===== src/common/brs_defs.svh =====
`ifndef BRS_DEFS_SVH
`define BRS_DEFS_SVH

// Register indexes; byte address is four times the index
`define BRS_IDX_CTRL        8'h41
`define BRS_IDX_STATUS      8'h43
`define BRS_IDX_IRQ_STAT    8'h48
`define BRS_IDX_IRQ_MASK    8'h49

// Receive status register field positions
`define BRS_ST_SYNC         0
`define BRS_ST_ERR_OVF      1
`define BRS_ST_BIT_OVF      2
`define BRS_ST_BIT_ERR      3
`define BRS_ST_LOSS         4
`define BRS_ST_ZEROS        5
`define BRS_ST_ONES         6

// Control register field positions
`define BRS_CT_OVF_IE       5
`define BRS_CT_LOCK_IE      7

// Interrupt status and mask field positions
`define BRS_IQ_LOCK         0
`define BRS_IQ_BIT_OVF      1
`define BRS_IQ_ERR_OVF      2

// Reset values
`define BRS_CTRL_RST        8'h00
`define BRS_IRQ_MASK_RST    3'h0

// Bit counts of the checker
`define BRS_LOCK_RUN        32
`define BRS_UNLOCK_ERRS     6
`define BRS_UNLOCK_WIN      64
`define BRS_SAME_RUN        32

`endif


===== src/common/brs_pkg.sv =====
package brs_pkg;
    // Pattern checker states
    typedef enum logic {
        BRS_HUNT,
        BRS_LOCKED
    } brs_lock_e;

    // AXI response code
    typedef logic [1:0] brs_resp_t;
endpackage


===== src/verilog/brs_lock_tracker.sv =====
`include "brs_defs.svh"

module brs_lock_tracker
    import brs_pkg::*;
#(
    parameter int LOCK_RUN    = `BRS_LOCK_RUN,
    parameter int UNLOCK_ERRS = `BRS_UNLOCK_ERRS,
    parameter int UNLOCK_WIN  = `BRS_UNLOCK_WIN
) (
    input  wire logic clock_in,
    input  wire logic rst_b_in,
    input  wire logic bit_valid_in,
    input  wire logic bit_mismatch_in,
    input  wire logic resync_in,
    output logic      locked_out,
    output logic      hunt_start_out
);
    brs_lock_e   state_r;
    logic [6:0]  run_r;
    logic [6:0]  win_r;
    logic [3:0]  errs_r;
    logic        bad_bit;
    logic        too_many;

    assign bad_bit  = bit_valid_in && bit_mismatch_in;
    assign too_many = bad_bit && (errs_r == 4'(UNLOCK_ERRS - 1));

    // Hunt for a clean run, drop lock on an error burst within a window
    always_ff @(posedge clock_in) begin
        if (!rst_b_in) begin
            state_r        <= BRS_HUNT;
            run_r          <= 7'h00;
            win_r          <= 7'h00;
            errs_r         <= 4'h0;
            hunt_start_out <= 1'b0;
        end else begin
            hunt_start_out <= 1'b0;
            unique case (state_r)
                BRS_HUNT: begin
                    if (bad_bit || resync_in) begin
                        run_r <= 7'h00;
                    end else if (bit_valid_in) begin
                        if (run_r == 7'(LOCK_RUN - 1)) begin
                            state_r <= BRS_LOCKED;
                            win_r   <= 7'h00;
                            errs_r  <= 4'h0;
                        end
                        run_r <= run_r + 7'h01;
                    end
                end
                BRS_LOCKED: begin
                    if (resync_in || too_many) begin
                        state_r        <= BRS_HUNT;
                        run_r          <= 7'h00;
                        hunt_start_out <= 1'b1;
                    end else if (bit_valid_in) begin
                        // Window restarts so old errors age out
                        if (win_r == 7'(UNLOCK_WIN - 1)) begin
                            win_r  <= 7'h00;
                            errs_r <= 4'h0;
                        end else begin
                            win_r  <= win_r + 7'h01;
                            errs_r <= errs_r + {3'h0, bad_bit};
                        end
                    end
                end
            endcase
        end
    end

    assign locked_out = (state_r == BRS_LOCKED);
endmodule // brs_lock_tracker


===== src/verilog/brs_status.sv =====
// Behaviour
// - Loss flag sets whenever lock drops back to hunting
// - Loss flag holds after relock until read
// - Bit error flag sets on mismatch while locked
// - Status read clears bit error flag
// - Bit counter wrap sets its overflow flag
// - Error counter wrap sets its overflow flag
// - Read clears overflow flags until next wrap
// - Overflow enable gates overflow interrupt onto output
// - Overflow enable: zero masks, one enables
`include "brs_defs.svh"

module brs_status
    import brs_pkg::*;
#(
    parameter int ADDR_W   = 12,
    parameter int SAME_RUN = `BRS_SAME_RUN
) (
    input  wire logic              clock_in,
    input  wire logic              rst_b_in,
    // Receive checker side
    input  wire logic              bit_valid_in,
    input  wire logic              bit_in,
    input  wire logic              bit_mismatch_in,
    input  wire logic              resync_in,
    input  wire logic              bit_count_wrap_in,
    input  wire logic              err_count_wrap_in,
    // AXI4-Lite slave
    input  wire logic [ADDR_W-1:0] s_axi_awaddr_in,
    input  wire logic              s_axi_awvalid_in,
    output logic                   s_axi_awready_out,
    input  wire logic [31:0]       s_axi_wdata_in,
    input  wire logic [3:0]        s_axi_wstrb_in,
    input  wire logic              s_axi_wvalid_in,
    output logic                   s_axi_wready_out,
    output brs_resp_t              s_axi_bresp_out,
    output logic                   s_axi_bvalid_out,
    input  wire logic              s_axi_bready_in,
    input  wire logic [ADDR_W-1:0] s_axi_araddr_in,
    input  wire logic              s_axi_arvalid_in,
    output logic                   s_axi_arready_out,
    output logic [31:0]            s_axi_rdata_out,
    output brs_resp_t              s_axi_rresp_out,
    output logic                   s_axi_rvalid_out,
    input  wire logic              s_axi_rready_in,
    // Interrupt
    output logic                   irq_out
);
    localparam brs_resp_t RESP_OKAY   = 2'h0;
    localparam brs_resp_t RESP_SLVERR = 2'h2;

    // Word index of a byte address, or all ones when misaligned or when any address bit above bit 9 is set
    function automatic logic [7:0] word_idx(input logic [ADDR_W-1:0] addr);
        if (addr[1:0] != 2'h0 || addr[ADDR_W-1:10] != '0) begin
            return 8'hFF;
        end
        return addr[9:2];
    endfunction

    // Register storage
    logic [7:0]        ctrl_r;
    logic [2:0]        irq_mask_r;
    logic [2:0]        irq_stat_r;
    logic              ones_r;
    logic              zeros_r;
    logic              loss_r;
    logic              berr_r;
    logic              bco_r;
    logic              eco_r;
    logic              lock_d_r;
    logic              last_bit_r;
    logic [6:0]        same_r;

    // Bus handshake state
    logic              aw_hold_r;
    logic              w_hold_r;
    logic [7:0]        aw_idx_r;
    logic [7:0]        w_data_r;
    logic              w_lane0_r;

    // Checker wires
    logic              locked;
    logic              hunt_start;
    logic              lock_change;
    logic              berr_set;
    logic              ones_set;
    logic              zeros_set;
    logic              wr_fire;
    logic              rd_fire;
    logic              st_rd;
    logic [7:0]        rd_idx;
    logic [7:0]        status_val;
    logic [2:0]        irq_gate;
    logic              irq_nxt;

    brs_lock_tracker u_lock (
        .clock_in        (clock_in),
        .rst_b_in        (rst_b_in),
        .bit_valid_in    (bit_valid_in),
        .bit_mismatch_in (bit_mismatch_in),
        .resync_in       (resync_in),
        .locked_out      (locked),
        .hunt_start_out  (hunt_start)
    );

    // Event decode
    assign lock_change = locked != lock_d_r;
    assign berr_set    = bit_valid_in && bit_mismatch_in && locked;
    assign ones_set    = bit_valid_in && bit_in && last_bit_r
                         && same_r == 7'(SAME_RUN - 1);
    assign zeros_set   = bit_valid_in && !bit_in && !last_bit_r
                         && same_r == 7'(SAME_RUN - 1);
    assign wr_fire     = aw_hold_r && w_hold_r && !s_axi_bvalid_out;
    assign rd_fire     = s_axi_arvalid_in && s_axi_arready_out;
    assign rd_idx      = word_idx(s_axi_araddr_in);
    assign st_rd       = rd_fire && rd_idx == `BRS_IDX_STATUS;

    // Read view of the receive status register, top bit reads zero
    assign status_val  = {1'b0, ones_r, zeros_r, loss_r, berr_r, bco_r, eco_r, locked};

    // Same-level run length tracking
    always_ff @(posedge clock_in) begin
        if (!rst_b_in) begin
            last_bit_r <= 1'b0;
            same_r     <= 7'h00;
        end else if (bit_valid_in) begin
            last_bit_r <= bit_in;
            // Saturate so a long run does not retrigger by wrapping
            if (bit_in != last_bit_r || same_r == 7'h00) begin
                same_r <= 7'h01;
            end else if (same_r != 7'(SAME_RUN)) begin
                same_r <= same_r + 7'h01;
            end
        end
    end

    // Latched flags; a set in the read cycle survives the clear
    always_ff @(posedge clock_in) begin
        if (!rst_b_in) begin
            ones_r  <= 1'b0;
            zeros_r <= 1'b0;
            loss_r  <= 1'b0;
            berr_r  <= 1'b0;
            bco_r   <= 1'b0;
            eco_r   <= 1'b0;
        end else begin
            ones_r  <= ones_set || (ones_r && !st_rd);
            zeros_r <= zeros_set || (zeros_r && !st_rd);
            loss_r  <= hunt_start || (loss_r && !st_rd);
            berr_r  <= berr_set || (berr_r && !st_rd);
            bco_r   <= bit_count_wrap_in || (bco_r && !st_rd);
            eco_r   <= err_count_wrap_in || (eco_r && !st_rd);
        end
    end

    // Delayed lock for change detection
    always_ff @(posedge clock_in) begin
        if (!rst_b_in) begin
            lock_d_r <= 1'b0;
        end else begin
            lock_d_r <= locked;
        end
    end

    // Write address channel, one write in flight
    always_ff @(posedge clock_in) begin
        if (!rst_b_in) begin
            aw_hold_r         <= 1'b0;
            aw_idx_r          <= 8'h00;
            s_axi_awready_out <= 1'b0;
        end else if (s_axi_awvalid_in && s_axi_awready_out) begin
            aw_hold_r         <= 1'b1;
            aw_idx_r          <= word_idx(s_axi_awaddr_in);
            s_axi_awready_out <= 1'b0;
        end else if (wr_fire) begin
            aw_hold_r         <= 1'b0;
        end else begin
            s_axi_awready_out <= !aw_hold_r && !s_axi_bvalid_out;
        end
    end

    // Write data channel; only the low lane carries register bits
    always_ff @(posedge clock_in) begin
        if (!rst_b_in) begin
            w_hold_r         <= 1'b0;
            w_data_r         <= 8'h00;
            w_lane0_r        <= 1'b0;
            s_axi_wready_out <= 1'b0;
        end else if (s_axi_wvalid_in && s_axi_wready_out) begin
            w_hold_r         <= 1'b1;
            w_data_r         <= s_axi_wdata_in[7:0];
            w_lane0_r        <= s_axi_wstrb_in[0];
            s_axi_wready_out <= 1'b0;
        end else if (wr_fire) begin
            w_hold_r         <= 1'b0;
        end else begin
            s_axi_wready_out <= !w_hold_r && !s_axi_bvalid_out;
        end
    end

    // Write response
    always_ff @(posedge clock_in) begin
        if (!rst_b_in) begin
            s_axi_bvalid_out <= 1'b0;
            s_axi_bresp_out  <= RESP_OKAY;
        end else if (wr_fire) begin
            s_axi_bvalid_out <= 1'b1;
            unique case (aw_idx_r)
                `BRS_IDX_CTRL, `BRS_IDX_STATUS,
                `BRS_IDX_IRQ_STAT, `BRS_IDX_IRQ_MASK: s_axi_bresp_out <= RESP_OKAY;
                default:                              s_axi_bresp_out <= RESP_SLVERR;
            endcase
        end else if (s_axi_bready_in) begin
            s_axi_bvalid_out <= 1'b0;
        end
    end

    // Control and mask registers; status register is read only
    always_ff @(posedge clock_in) begin
        if (!rst_b_in) begin
            ctrl_r     <= `BRS_CTRL_RST;
            irq_mask_r <= `BRS_IRQ_MASK_RST;
        end else if (wr_fire && w_lane0_r) begin
            if (aw_idx_r == `BRS_IDX_CTRL) begin
                ctrl_r <= w_data_r;
            end
            if (aw_idx_r == `BRS_IDX_IRQ_MASK) begin
                irq_mask_r <= w_data_r[2:0];
            end
        end
    end

    // Sticky interrupt events, write one to clear, set wins
    always_ff @(posedge clock_in) begin
        if (!rst_b_in) begin
            irq_stat_r <= 3'h0;
        end else begin
            for (int i = 0; i < 3; i++) begin
                if ((i == `BRS_IQ_LOCK && lock_change)
                    || (i == `BRS_IQ_BIT_OVF && bit_count_wrap_in)
                    || (i == `BRS_IQ_ERR_OVF && err_count_wrap_in)) begin
                    irq_stat_r[i] <= 1'b1;
                end else if (wr_fire && w_lane0_r && aw_idx_r == `BRS_IDX_IRQ_STAT
                             && w_data_r[i]) begin
                    irq_stat_r[i] <= 1'b0;
                end
            end
        end
    end

    // Enable bits gate each source, then the mask
    assign irq_gate = {ctrl_r[`BRS_CT_OVF_IE], ctrl_r[`BRS_CT_OVF_IE],
                       ctrl_r[`BRS_CT_LOCK_IE]};
    assign irq_nxt  = |(irq_stat_r & irq_mask_r & irq_gate);

    always_ff @(posedge clock_in) begin
        if (!rst_b_in) begin
            irq_out <= 1'b0;
        end else begin
            irq_out <= irq_nxt;
        end
    end

    // Read channel; data is captured at the address handshake
    always_ff @(posedge clock_in) begin
        if (!rst_b_in) begin
            s_axi_arready_out <= 1'b0;
            s_axi_rvalid_out  <= 1'b0;
            s_axi_rdata_out   <= 32'h0000_0000;
            s_axi_rresp_out   <= RESP_OKAY;
        end else if (rd_fire) begin
            s_axi_arready_out <= 1'b0;
            s_axi_rvalid_out  <= 1'b1;
            s_axi_rresp_out   <= RESP_OKAY;
            unique case (rd_idx)
                `BRS_IDX_CTRL:     s_axi_rdata_out <= {24'h00_0000, ctrl_r};
                `BRS_IDX_STATUS:   s_axi_rdata_out <= {24'h00_0000, status_val};
                `BRS_IDX_IRQ_STAT: s_axi_rdata_out <= {29'h0000_0000, irq_stat_r};
                `BRS_IDX_IRQ_MASK: s_axi_rdata_out <= {29'h0000_0000, irq_mask_r};
                default: begin
                    s_axi_rdata_out <= 32'h0000_0000;
                    s_axi_rresp_out <= RESP_SLVERR;
                end
            endcase
        end else if (s_axi_rvalid_out) begin
            if (s_axi_rready_in) begin
                s_axi_rvalid_out <= 1'b0;
            end
        end else begin
            s_axi_arready_out <= 1'b1;
        end
    end
endmodule // brs_status


===== config.mk =====
export PLATFORM = sky130hd
export DESIGN_NAME = brs_status
export DESIGN_NICKNAME = d
export VERILOG_FILES = /design/src/common/brs_pkg.sv /design/src/verilog/brs_lock_tracker.sv /design/src/verilog/brs_status.sv
export VERILOG_INCLUDE_DIRS = /design/src /design/src/common
export SDC_FILE = /design/constraint.sdc
export NUM_CORES = 1
export LEC_CHECK = 0
export BUFFER_PORTS_ARGS = -buffer_cell sky130_fd_sc_hd__clkbuf_2
export CORE_MARGIN = 2
export CORE_UTILIZATION = 55
export DETAILED_ROUTE_END_ITERATION = 10
export HOLD_SLACK_MARGIN = 0.08
export MAX_ROUTING_LAYER = met4
export PLACE_DENSITY = 0.86
export SLEW_MARGIN = 20
export SYNTH_ARGS = -nofsm -noshare
export SYNTH_HDL_FRONTEND = slang
export SYNTH_SLANG_ARGS = --single-unit

===== constraint.sdc =====
create_clock -name clock_in -period 4.4 [get_ports clock_in]
set_input_delay 0.66 -clock clock_in [delete_from_list [all_inputs] [get_ports clock_in]]
set_output_delay 0.66 -clock clock_in [all_outputs]
set_load 0.1 [all_outputs]

After elaboration in Yosys (flattened, before gate mapping). Cells that the tools add are included.

$add $sub $neg: 4. Equal/unequal tests: 22. Mux-type cells: 51. Bitwise logic cells: 4. Reduce and logical (&&, ||, !) cells: 69.

Operator list (number): 7-bit two-way mux (11); 8-bit by 7-bit equality test with 1-bit output, second input constant (8); 8-bit two-way mux (4); 8-bit case mux with 4 select lines (1); 1-bit logical AND (28); 7-bit case mux with 2 select lines (2); 4-bit two-way mux (6); 1-bit two-way mux (23); 2-bit nonzero test (11); 7-bit by 1-bit adder with 7-bit output, second input constant (3); 7-bit by 5-bit equality test with 1-bit output, second input constant (2); 1-bit logical OR (11); 2-bit inequality test, second input constant (5); 2-bit AND reduction (5); 4-bit case mux with 2 select lines (1); 4-bit OR reduction (2); 7-bit by 6-bit equality test with 1-bit output, second input constant (1); 7-bit zero test (1); 7-bit by 6-bit inequality test with 1-bit output, second input constant (1); 3-bit bitwise AND (2); 1-bit zero test (6); 2-bit OR reduction (3); 5-bit AND reduction (1); 4-bit by 1-bit adder with 4-bit output (1); other kinds (8) (11).

Bits in registers: 110. Input port bits: 73. Output and inout port bits: 42.

Depth between registers and ports, before layout. Gate-level depths: netlist of the first run.

Word-level depth: 9. Depth in mapped cells: 7. Depth with buffers taken out: 6.

By module. Synthesis of the first run repeated with hierarchy kept, for this count alone.

Cell total of the unflattened synthesis: 433. Area, all modules: 3952.5 µm².

By module, submodules not included: brs_status (instances 1, cells each 302, area an instance 2796.4 µm², seq. area each 1281.2 µm²); brs_lock_tracker (instances 1, cells each 131, area an instance 1156.1 µm², seq. area each 400.4 µm²).

Worst setup path after synthesis of the first run. OpenSTA, ideal clock, no wires.

Path kind: in2reg. Start: input port s_axi_araddr_in[1]. End: register zeros_r. Library setup time: 0.128 ns. Data arrival time: 2.122 ns. Path slack: 2.150 ns. Stages on the path: 6. Path buffers: 1. Cells stage by stage: or4_4 nand4bb_4 or3_1 buf_2 a22oi_1 nor2_1.

Word-level cells in the longest chain between the ends: 9.

Ends and longest elaborated chain: start: declaration (line brs_status.sv:39) `input wire logic [ADDR_W-1:0] s_axi_araddr_in,`; 2-bit nonzero test (line brs_status.sv:54) `if (addr[1:0] != 2'h0 || addr[ADDR_W-1:10] != '0) begin`; 1-bit logical OR (line brs_status.sv:54); 1-bit two-way mux (line brs_status.sv:54); 8-bit two-way mux (line brs_status.sv:57) `return addr[9:2];`; 8-bit by 7-bit equality test with 1-bit output; 1-bit logical AND (no line); 1-bit zero test (line brs_status.sv:148) `zeros_r <= zeros_set || (zeros_r && !st_rd);`; 1-bit logical AND (line brs_status.sv:148); 1-bit logical OR (line brs_status.sv:148); end signal: assignment (line brs_status.sv:148); end: declaration (line brs_status.sv:65) `logic zeros_r;`.

Every way passes these cells. A chain may end at the register's enable or synchronous reset.

Final worst setup path of the first run.
Start: register aw_idx_r[2]. End: register ctrl_r[7].

Word-level cells in the longest chain between the ends: 2.

Ends and longest elaborated chain: start: declaration (line brs_status.sv:77) `logic [7:0] aw_idx_r;`; start signal: assignment (line brs_status.sv:173) `aw_idx_r <= word_idx(s_axi_awaddr_in);`; 8-bit by 7-bit equality test with 1-bit output; 2-bit AND reduction (no line); end signal: assignment (line brs_status.sv:221) `` ctrl_r <= `BRS_CTRL_RST; ``; end signal: assignment (line brs_status.sv:225) `ctrl_r <= w_data_r;`; end: declaration (line brs_status.sv:61) `logic [7:0] ctrl_r;`.

Every way passes these cells.

==> results of run 1 <==
flip-flops by register name, summed over array words and instances (netlist names), 4 cells and up:
| register | flops |
|---|---|
| u_lock.win_r | 7 |
| same_r | 7 |
| w_data_r | 8 |
| aw_idx_r | 8 |
| u_lock.run_r | 7 |
| ctrl_r | 8 |
| u_lock.errs_r | 4 |
| s_axi_rdata_out | 8 |
worst paths after layout:
path,depth (start not counted),slack [ns],end,start
max,5,2.33,ctrl_r[7],aw_idx_r[2]
min,2,0.45,loss_r,u_lock.hunt_start_out
max reg2reg,5,2.33,ctrl_r[7],aw_idx_r[2]
min reg2reg,2,0.45,loss_r,u_lock.hunt_start_out
worst register-to-register path, delay by kind of cell (launching register included):
family	cells	cell delay, ns
AOI/OAI and AO/OA	1	0.10
DFF	1	0.32
and+or+nand+nor	4	1.53
through the flow:
step / utilization [%] / power (mW)
2_1_floorplan: - / 1.02
3_3_place_gp: 60.1 / 1.04
3_5_place_dp: 60.1 / 1.05
4_1_cts: 62.9 / 1.55
5_1_grt: 62.9 / 1.60
6_report: 62.9 / 1.54
final cells by class:
class,count,share of cell area [%]
clock inverter,6,1.10
sequential,84,39.8
clock buffer,10,3.26
tap,80,2.37
inverter,13,1.16
timing repair buffer,63,7.58
multi-input combinational,323,44.7
synth_stat cells, types with 5 or more instances:
cell / instances
dfxtp_1: 84
nand2_1: 59
a21oi_1: 41
nor2_1: 29
o21ai_0: 27
buf_4: 26
nand3_1: 26
clkbuf_1: 13
inv_1: 12
mux2i_1: 12
o221a_2: 8
xnor2_1: 7
ha_1: 6
nand2b_1: 6
nand4_1: 6
and2_1: 5
nand3b_1: 5
xor2_1: 5
power groups by stage:
stage	combinational (mW)	clock [mW]	sequential, mW
floorplan	0.179	0	0.843
global placement	0.228	0	0.815
detailed placement	0.231	0	0.816
CTS	0.231	0.521	0.798
global route	0.246	0.554	0.802
finish	0.232	0.511	0.798
cell families (layout without fill, tap and decap cells):
logic type | count (synthesis) | count (layout)
adders and majority gates | 6 | 6
buffers and inverters | 55 | 92
other | 1 | 26
xor gates and xnor gates | 12 | 12
AOI/OAI and AO/OA | 102 | 102
DFF | 84 | 84
muxes | 12 | 12
and+or+nand+nor | 165 | 165
routing by layer:
metal,share of wire (%),up-vias
met1,46,1488
li1,-,1607
met2,46,120
met4,1.2,0
met5,0,-
met3,7.3,9
==> metrics.md, run 1 <==
| Metric | Value |
|---|---|
| Dpl cell area | 4040 um^2 |
| I/O Buffers | just over 60 |
| Critical path capture point type | register |
| Largest net degree at the start of global routing | between 40 and 50 |
| Clock power frac | about a third |
| Critical path launch point type | register |
| Period minus WS final | between 2 and 2.5 ns |
| Post-Layout Cell Count | 579 |
| Slew Viols, Final | 0 |
| M1 GR Usage | between 20% and 30% |
| Num CTS Buffers | 9 |
| Seq/Total Area, Yosys | 44.4% |
| Max Clk Rate | around 480 MHz |
| CP peak stage delay | around 0.55 ns |
| Most common flop cell mapped by yosys | dfxtp_1 |
| Post-synthesis xor/xnor area fraction | roughly 2.8% |
| IO Pins | around 120 |
| CTS resizes | 0 |
| Post-Synth Adder-Cell Area | 1.98% |
| DP Wirelength | about 5.5 mm |
| Cells after Synth | 437 |
| Setup slack after layout | around 2.3 ns |
| Core area | 6720 um^2 |
| Synth Area in Simple Gates | approximately 22% |
| Vias | ~3200 |
| Critical-path maximum fanout | 16 |
| Mux contribution to synthesized area | 3.17% |
| Peak supply drop | roughly 0.00022 V |
| Ant diodes | 0 |
| Status | complete, no violations |
| Post-route ant nets | 0 |
| Post-synth top area cell | dfxtp_1 |
| Max Cap Viol | 0 |
| Switching Fraction | 31.7% |
| Comb power frac | approximately 15% |
| Synth unique cells | 53 |
| Skew-Pair Late Insertion Delay | 0.36 ns |
| Cts-stage hold buffer count | 0 |
| Seq cells post-synth | between 80 and 90 |
| Initial Utilization | between 50% and 60% |
| Pre-CTS setup slack | between 1.5 and 2 ns |
| First-pass GRT wire length | between 10 and 15 mm |
| Synth warn | 0 |
| Post-route cell area | 4220 um^2 |
| Nets | ~570 |
| Postcts setup bufs | 0 |
| Buffer and inverter count on the worst path | 0 |
| Combined flip-flop and latch cell area | between 1500 and 2000 um^2 |
| Gr usage total | between 20% and 30% |
| Grt met2 use | approximately a third |
| Mapped cell area | between 3000 and 4000 um^2 |
| Synth Area in Compound Gates | between 10% and 20% |
| Area of the die | 7560 um^2 |
| Setup Crit Path Kind | reg2reg |
| Hold Crit Class | reg2reg |
| Sequential group share of total power | between 50% and 60% |
| Main combinational cell family by area after synthesis | simple AND/OR/NAND/NOR gates |
| Top cells by area, synth | dfxtp_1 (44%), nand2_1 (5.9%), a21oi_1 (5.4%) |
| Die Ht | 86.9 um |
| Post-synth EDFFs | 0 |
| Async set-or-reset flop fraction in the synthesized netlist | 0% |
| FP Rows | 30 |
| Layout cells sized above 1 | just under 20% |
| Drt total wl | 7.52 mm |
| Fillers | approximately 560 |
| Yosys top cell area share | ~44% |
| Placer congestion estimate | 0.870 |
| Commonest non-fill, non-tap cell in the layout | dfxtp_1 |
| Die X | roughly 87 um |
| Final Hold Viols | 0 |
| Clk buf depth | 2 |
| 1st-iter DRT viols | between 150 and 200 |
| Root Driver | clkbuf_8 |
| Wire per inst | ~13 um |
| Total clock sinks | 84 |
| Final period util | 47.1% |
| Worst EP arrival | 2.31 ns |
| Placed Cells incl. Taps | 563 |
| Dominant delay contributor by cell family on the critical path | simple AND/OR/NAND/NOR gates |
| Total gr overflow | 0 |
| Critical Path RT | 4.63 ns |
| TritonCTS clock tree | done |
| Vias in the first global route | between 2000 and 3000 |
| Critical-path top delay cell | or4b_4 |
| Clock slew at reported path FFs | roughly 0.09 ns |
| Avg Inst Size Synth | between 8 and 9 um^2 |
| Sw Pwr | 0.488 mW |
| Post-Route Skew | about 0.010 ns |
| Multi-input gate area | 1890 um^2 |
| GR Util met3 | roughly 5.1% |
| Area grow syn2layout | 11.6% |
| CP cell instances | or4b_4, nor4_4, nand3b_1, nand3_1, o21ai_0 |
| H-tree depth | 3 |
| PD cells | ~360 nW/um^2 |
| Pint | 1.05 mW |
| GR peak layer | met2 |
| Setup_tns | 0 ns |
| Vias/cell | approximately 5.6 |
| Highest-count cells in the layout ignoring fill and taps | dfxtp_1 (84), clkbuf_2 (61), nand2_1 (59), a21oi_1 (41), nor2_1 (29) |
| Hold WS | approximately 0.45 ns |
| Relative slew slack | 51.9% |
| Residual DRC | 0 |
| Lkg Pwr | approximately 1.6 nW |
| Final setup fails | 0 |
| RSZ-0062 raised after global routing | no |
| Slew @ Worst Pin | between 0.7 and 0.8 ns |
| Drt pass-1 iters | 4 |
| Initial antenna violation count | 0 |
(Power assumes the default switching activity.)
==> inputs of run 2 (changes only) <==
--- a/config.mk
+++ b/config.mk
@@ -6,13 +6,14 @@
 export SDC_FILE = /design/constraint.sdc
 export NUM_CORES = 1
 export LEC_CHECK = 0
+export ABC_AREA = 1
 export BUFFER_PORTS_ARGS = -buffer_cell sky130_fd_sc_hd__clkbuf_2
 export CORE_MARGIN = 2
-export CORE_UTILIZATION = 55
+export CORE_UTILIZATION = 52
 export DETAILED_ROUTE_END_ITERATION = 10
 export HOLD_SLACK_MARGIN = 0.08
 export MAX_ROUTING_LAYER = met4
-export PLACE_DENSITY = 0.86
+export PLACE_DENSITY = 0.8
 export SLEW_MARGIN = 20
 export SYNTH_ARGS = -nofsm -noshare
 export SYNTH_HDL_FRONTEND = slang
==> constraint.sdc (replaced) <==
create_clock -name clock_in -period 1.94 [get_ports clock_in]
set_input_delay 0.291 -clock clock_in [delete_from_list [all_inputs] [get_ports clock_in]]
set_output_delay 0.291 -clock clock_in [all_outputs]
set_load 0.1 [all_outputs]
==> run 2 against run 1 <==
Compared with the run above:
- combinational power increased by 150%
- clock skew increased by 0.0014 ns
- worst setup slack got worse by 2.1 ns
- global-route usage increased by 0.065 points
- wire length increased by 19%
- flip-flop and latch count unchanged
- first-iteration DRC count increased by 27%
- critical path type unchanged
- utilization decreased by 2.9 points
- power increased by 140%
- design area increased by 9.8%
- critical path depth increased by 4
==> metrics.md, run 2 <==
| Metric | Value |
|---|---|
| Wire per inst | 12.1 um (was 13.0 um) |
| PD cells | 783 nW/um^2 (was 365 nW/um^2) |
| 1st-iter DRT viols | 196 (was 154) |
| Slew Viols, Final | 0 (unchanged) |
| Hold Crit Class | in2reg (was reg2reg) |
| Peak supply drop | 0.000394 V (was 0.000220 V) |
| Area grow syn2layout | 11.8% (was 11.6%) |
| Setup_tns | 0 ns (unchanged) |
| Postcts setup bufs | 0 (unchanged) |
| Vias/cell | 5.17 (was 5.57) |
| Synth warn | 0 (unchanged) |
| Nets | 711 (was 573) |
| I/O Buffers | 61 (unchanged) |
| Relative slew slack | 55.5% (was 51.9%) |
| H-tree depth | 3 (unchanged) |
| Vias in the first global route | 3511 (was 2978) |
| Residual DRC | 0 (unchanged) |
| Layout cells sized above 1 | 17.3% (was 19.8%) |
| Gr usage total | 21.8% (about the same) |
| Synth unique cells | 42 (was 53) |
| Final Hold Viols | 0 (unchanged) |
| Commonest non-fill, non-tap cell in the layout | nand2_1 (was dfxtp_1) |
| Die X | 93.3 um (was 86.9 um) |
| Highest-count cells in the layout ignoring fill and taps | nand2_1 (103), dfxtp_1 (84), nor2_1 (66), clkbuf_2 (61), inv_1 (52) (was dfxtp_1 (84), clkbuf_2 (61), nand2_1 (59), a21oi_1 (41), nor2_1 (29)) |
| Async set-or-reset flop fraction in the synthesized netlist | 0% (unchanged) |
| Vias | 3821 (was 3224) |
| IO Pins | 115 (unchanged) |
| Post-route ant nets | 0 (unchanged) |
| First-pass GRT wire length | 15.1 mm (was 12.9 mm) |
| Lkg Pwr | 2.04 nW (was 1.64 nW) |
| Top cells by area, synth | dfxtp_1 (41%), nand2_1 (9.3%), nor2_1 (6.0%) (was dfxtp_1 (44%), nand2_1 (5.9%), a21oi_1 (5.4%)) |
| Setup Crit Path Kind | reg2reg (unchanged) |
| Hold WS | 0.117 ns (was 0.446 ns) |
| Num CTS Buffers | 9 (unchanged) |
| Clock slew at reported path FFs | 0.09 ns (about the same) |
| Avg Inst Size Synth | 7.26 um^2 (was 8.66 um^2) |
| Largest net degree at the start of global routing | 39 (was 44) |
| Most frequent cell after synthesis | nand2_1 (was dfxtp_1) |
| Placer congestion estimate | 0.900 (was 0.870) |
| Final period util | 87.1% (was 47.1%) |
| Ant diodes | 0 (unchanged) |
| Critical Path RT | 2.23 ns (was 4.63 ns) |
| Drt pass-1 iters | 4 (unchanged) |
| Initial antenna violation count | 0 (unchanged) |
| Most common flop cell mapped by yosys | dfxtp_1 (unchanged) |
| Post-synth EDFFs | 0 (unchanged) |
| Final Core Density | 60.0% (was 62.9%) |
| Cells after Synth | 571 (was 437) |
| Drt total wl | 8.93 mm (was 7.52 mm) |
| Critical path capture point type | register (unchanged) |
| Yosys top cell area share | 40.6% (was 44.4%) |
| Cts-stage hold buffer count | 0 (unchanged) |
| Skew-Pair Late Insertion Delay | 0.36 ns (about the same) |
| FP Rows | 32 (was 30) |
| Area of the die | 8700 um^2 (was 7560 um^2) |
| DP Wirelength | 6.63 mm (was 5.50 mm) |
| RSZ-0062 raised after global routing | no (unchanged) |
| Max Clk Rate | 592 MHz (was 482 MHz) |
| Status | complete, no violations (unchanged) |
| Post-Route Skew | 0.0118 ns (was 0.0104 ns) |
| Critical-path maximum fanout | 16 (unchanged) |
| Total gr overflow | 0 (unchanged) |
| Slew @ Worst Pin | 0.662 ns (was 0.714 ns) |
| Mapped cell area | 4150 um^2 (was 3780 um^2) |
| Max Cap Viol | 0 (unchanged) |
| Root Driver | clkbuf_8 (unchanged) |
| Seq cells post-synth | 84 (unchanged) |
| Synth top cells by count | nand2_1 (103), dfxtp_1 (84), nor2_1 (66), inv_1 (52), a21oi_1 (49) (was dfxtp_1 (84), nand2_1 (59), a21oi_1 (41), nor2_1 (29), o21ai_0 (27)) |
| Total clock sinks | 84 (unchanged) |
| Critical path launch point type | register (unchanged) |
| Period minus WS final | 1.69 ns (was 2.07 ns) |
| Seq/Total Area, Yosys | 40.6% (was 44.4%) |
| Final setup fails | 0 (unchanged) |
| TritonCTS clock tree | done (unchanged) |
| CTS resizes | 0 (unchanged) |
| Initial Utilization | 53.7% (was 56.3%) |
| Die Ht | 93.3 um (was 86.9 um) |
| Worst EP arrival | 1.98 ns (was 2.31 ns) |
| Post-synth top area cell | dfxtp_1 (unchanged) |
| Clk buf depth | 2 (unchanged) |
| Core area | 7730 um^2 (was 6720 um^2) |
## run 2: kinds of logic after synthesis
| group | Yosys count | share of synthesized area [%] |
|---|---|---|
| and+or+nand+nor | 262 | 29.6 |
| DFF | 84 | 40.6 |
| adders and majority gates | 6 | 1.81 |
| other | 1 | 0.0904 |
| xor gates and xnor gates | 8 | 1.69 |
| AOI/OAI and AO/OA | 106 | 13.7 |
| buffers and inverters | 104 | 12.6 |
## run 2: power breakdown
group	internal (mW)	total (mW)	switching [mW]
clock	0.514	1.24	0.728
combinational	0.108	0.579	0.470
sequential	1.78	1.81	0.0343
## run 2: per-layer routing
| metal | global-route usage [%] | up-vias | part of all wire (%) |
|---|---|---|---|
| met5 | - | - | 0 |
| li1 | - | 1966 | - |
| met2 | 36.6 | 99 | 49 |
| met4 | 10.2 | 0 | 2.3 |
| met3 | 2.98 | 23 | 3.9 |
| met1 | 26.1 | 1733 | 44 |
## run 2: final timing paths
kind	startpoint	cells after the start	to	slack [ns]
worst max-delay path	u_lock.run_r[0]	9	u_lock.win_r[5]	0.25
worst min-delay path	s_axi_rready_in	2	s_axi_rvalid_out	0.12
worst max register to register	u_lock.run_r[0]	9	u_lock.win_r[5]	0.25
worst min register to register	u_lock.win_r[6]	2	u_lock.win_r[6]	0.44
## run 2: final cells by class
cell class                 count  area (um^2)
tap                          102          128
sequential                    84         1680
clock buffer                   9          124
multi-input combinational    408         2040
clock inverter                 7         76.3
timing repair buffer          68          358
fill                         731         3090
inverter                      61          231
## run 2: metrics by stage
stage | worst slack (ns) | total power, mW | instance area (um^2) | std cells
6_report | 0.250 | 3.63 | 4640 | 739
5_1_grt | 0.0665 | 3.79 | 4640 | 739
4_1_cts | 0.262 | 3.65 | 4640 | 739
3_5_place_dp | 0.227 | 2.43 | 4440 | 723
3_3_place_gp | 0.310 | 2.42 | 4440 | 723
2_1_floorplan | 0.0574 | 2.36 | 4240 | 596
## run 2: worst max-delay path: stages, from the launching register on
cell and delay (ns):
dfxtp_1 0.38, ha_1 0.24, nand2_1 0.11, nor2_1 0.11
nand2_1 0.06, nand2_1 0.09, nand2_2 0.18, inv_1 0.24
nand2_1 0.08, a21oi_1 0.12
==> inputs of run 3 (changes only) <==
==> constraint.sdc (replaced) <==
create_clock -name clock_in -period 1.94 [get_ports clock_in]
set_input_delay 0.194 -clock clock_in [delete_from_list [all_inputs] [get_ports clock_in]]
set_output_delay 0.194 -clock clock_in [all_outputs]
set_load 0.1 [all_outputs]
==> run 3 against run 2 <==
Compared with the run above:
- via count is 0.63% higher
- combinational power hardly changed
- final cell count is 0.14% higher
- register-to-register slack hardly changed
- clock skew is 0.0045 ns higher
- design area is 0.22% higher
- critical path depth stayed put
- fmax is 0.37% higher
- sequential share of layout area is 0.078 points lower
- critical path type unchanged
- critical endpoint unchanged
- largest power group unchanged
==> metrics.md, run 3 (same netlist as run 2, synthesis figures left out) <==
| Metric | Value |
|---|---|
| Status | complete, no violations (unchanged) |
| RSZ-0062 raised after global routing | no (unchanged) |
| Wire per inst | 12.1 um (about the same) |
| Vias/cell | 5.20 (was 5.17) |
| Final Hold Viols | 0 (unchanged) |
| Setup slack after layout | 0.256 ns (was 0.250 ns) |
| CP peak stage delay | 0.38 ns (about the same) |
| Highest-count cells in the layout ignoring fill and taps | nand2_1 (103), dfxtp_1 (84), nor2_1 (66), clkbuf_2 (61), inv_1 (52) (unchanged) |
| Critical path capture point type | register (unchanged) |
| Initial Utilization | 53.7% (unchanged) |
| Area grow syn2layout | 12.1% (was 11.8%) |
| Buffer and inverter count on the worst path | 1 (unchanged) |
| Lkg Pwr | 2.05 nW (was 2.04 nW) |
| Ant diodes | 0 (unchanged) |
| Slew @ Worst Pin | 0.670 ns (was 0.662 ns) |
| Num CTS Buffers | 9 (unchanged) |
| H-tree depth | 3 (unchanged) |
| Area of the die | 8700 um^2 (unchanged) |
| Final setup fails | 0 (unchanged) |
| Critical Path RT | 2.23 ns (about the same) |
| Period minus WS final | 1.68 ns (was 1.69 ns) |
| Relative slew slack | 55.0% (was 55.5%) |
| Setup Crit Path Kind | reg2reg (unchanged) |
| Worst-case reg-to-reg path depth | 9 (unchanged) |
| Gr usage total | 22.2% (was 21.8%) |
| CP cell instances | ha_1, nand2_1, nor2_1, nand2_1, nand2_1, nand2_2, inv_1, nand2_1, a21oi_1 (unchanged) |
| Die X | 93.3 um (unchanged) |
| Die Ht | 93.3 um (unchanged) |
| 1st-iter DRT viols | 216 (was 196) |
| Root Driver | clkbuf_8 (unchanged) |
| FP Rows | 32 (unchanged) |
| Post-route ant nets | 0 (unchanged) |
| Slew Viols, Final | 0 (unchanged) |
| Dominant delay contributor by cell family on the critical path | simple AND/OR/NAND/NOR gates (unchanged) |
| Placer congestion estimate | 0.913 (was 0.900) |
| Vias in the first global route | 3564 (was 3511) |
| Initial antenna violation count | 0 (unchanged) |
| Hold path depth | 3 (was 2) |
| Max Clk Rate | 594 MHz (was 592 MHz) |
| Max Cap Viol | 0 (unchanged) |
| Post-route cell area | 4650 um^2 (was 4640 um^2) |
| Hold Crit Class | in2reg (unchanged) |
| Dpl cell area | 4440 um^2 (unchanged) |
| PD cells | 779 nW/um^2 (was 783 nW/um^2) |
| Largest net degree at the start of global routing | 36 (was 39) |
| Drt pass-1 iters | 5 (was 4) |
| Vias | 3845 (was 3821) |
| Commonest non-fill, non-tap cell in the layout | nand2_1 (unchanged) |
| Critical-path maximum fanout | 16 (unchanged) |
| Skew-Pair Late Insertion Delay | 0.36 ns (about the same) |
| Peak supply drop | 0.000455 V (was 0.000394 V) |
| First-pass GRT wire length | 15.2 mm (was 15.1 mm) |
| Total clock sinks | 84 (unchanged) |
| Setup_tns | 0 ns (unchanged) |
| IO Pins | 115 (unchanged) |
| TritonCTS clock tree | done (unchanged) |
| CP Depth | 9 (unchanged) |
| Clk buf depth | 2 (unchanged) |
| Residual DRC | 0 (unchanged) |
| Fillers | 720 (was 731) |
| Critical path launch point type | register (unchanged) |
| Total gr overflow | 0 (unchanged) |
| Tot Pwr | 3.62 mW (was 3.63 mW) |
| Drt total wl | 8.99 mm (was 8.93 mm) |
| Layout cells sized above 1 | 17.2% (was 17.3%) |
| Post-Route Skew | 0.0163 ns (was 0.0118 ns) |
| Pre-CTS setup slack | 0.265 ns (was 0.227 ns) |
| Clock slew at reported path FFs | 0.09 ns (about the same) |
| DP Wirelength | 6.68 mm (was 6.63 mm) |
| I/O Buffers | 61 (unchanged) |
| Critical-path top delay cell | dfxtp_1 (unchanged) |
| Core area | 7730 um^2 (unchanged) |
| Nets | 712 (was 711) |
| Final period util | 86.8% (was 87.1%) |
| Worst EP arrival | 1.97 ns (was 1.98 ns) |
| Most used cell, CP | nand2_1 (unchanged) |
run 3: power by group:
group | switching [mW] | internal [mW] | total (mW) | leakage [nW]
combinational | 0.471 | 0.109 | 0.580 | 1.26
clock | 0.715 | 0.512 | 1.23 | 0.103
sequential | 0.0349 | 1.78 | 1.81 | 0.684
total | 1.22 | 2.40 | 3.62 | 2.05
run 3: final cells by class:
| class | instances | area, um^2 | share of cell area (%) |
|---|---|---|---|
| inverter | 61 | 231 | 4.98 |
| clock inverter | 7 | 76.3 | 1.64 |
| timing repair buffer | 69 | 368 | 7.92 |
| tap | 102 | 128 | 2.75 |
| sequential | 84 | 1680 | 36.2 |
| multi-input combinational | 408 | 2040 | 43.9 |
| clock buffer | 9 | 124 | 2.67 |
run 3: path summary, 6_finish.rpt:
check / start / to / slack [ns]
min: err_count_wrap_in / irq_stat_r[2] / 0.1
max: u_lock.run_r[0] / u_lock.win_r[5] / 0.26
max reg2reg: u_lock.run_r[0] / u_lock.win_r[5] / 0.26
min reg2reg: u_lock.win_r[6] / u_lock.win_r[6] / 0.44
run 3: stage by stage:
step / hold WS [ns] / cells / util (%)
2_1_floorplan: 0.297 / 596 / -
3_3_place_gp: 0.392 / 723 / 57.4
3_5_place_dp: 0.405 / 723 / 57.4
4_1_cts: 0.0816 / 740 / 60.1
5_1_grt: 0.0975 / 740 / 60.1
6_report: 0.0995 / 740 / 60.1
run 3: tightest hold or removal path: stages:
cell and delay (ns):
clkbuf_2 0.08, inv_1 0.07, a21oi_1 0.06
run 3: per-layer routing:
metal	GRT usage (%)	vias to the layer above	wire length, um
met2	36.0	120	4410
li1	-	1966	-
met1	26.3	1731	3880
met3	4.59	28	445
met4	10.8	0	245
met5	-	-	0
run 3: repair_timing:
action / in CTS / in global routing
endpoints found under the hold margin: 1 / 0
buffers inserted: 0 / 0
gates resized for setup: 0 / 0
hold buffers: 1 / 0
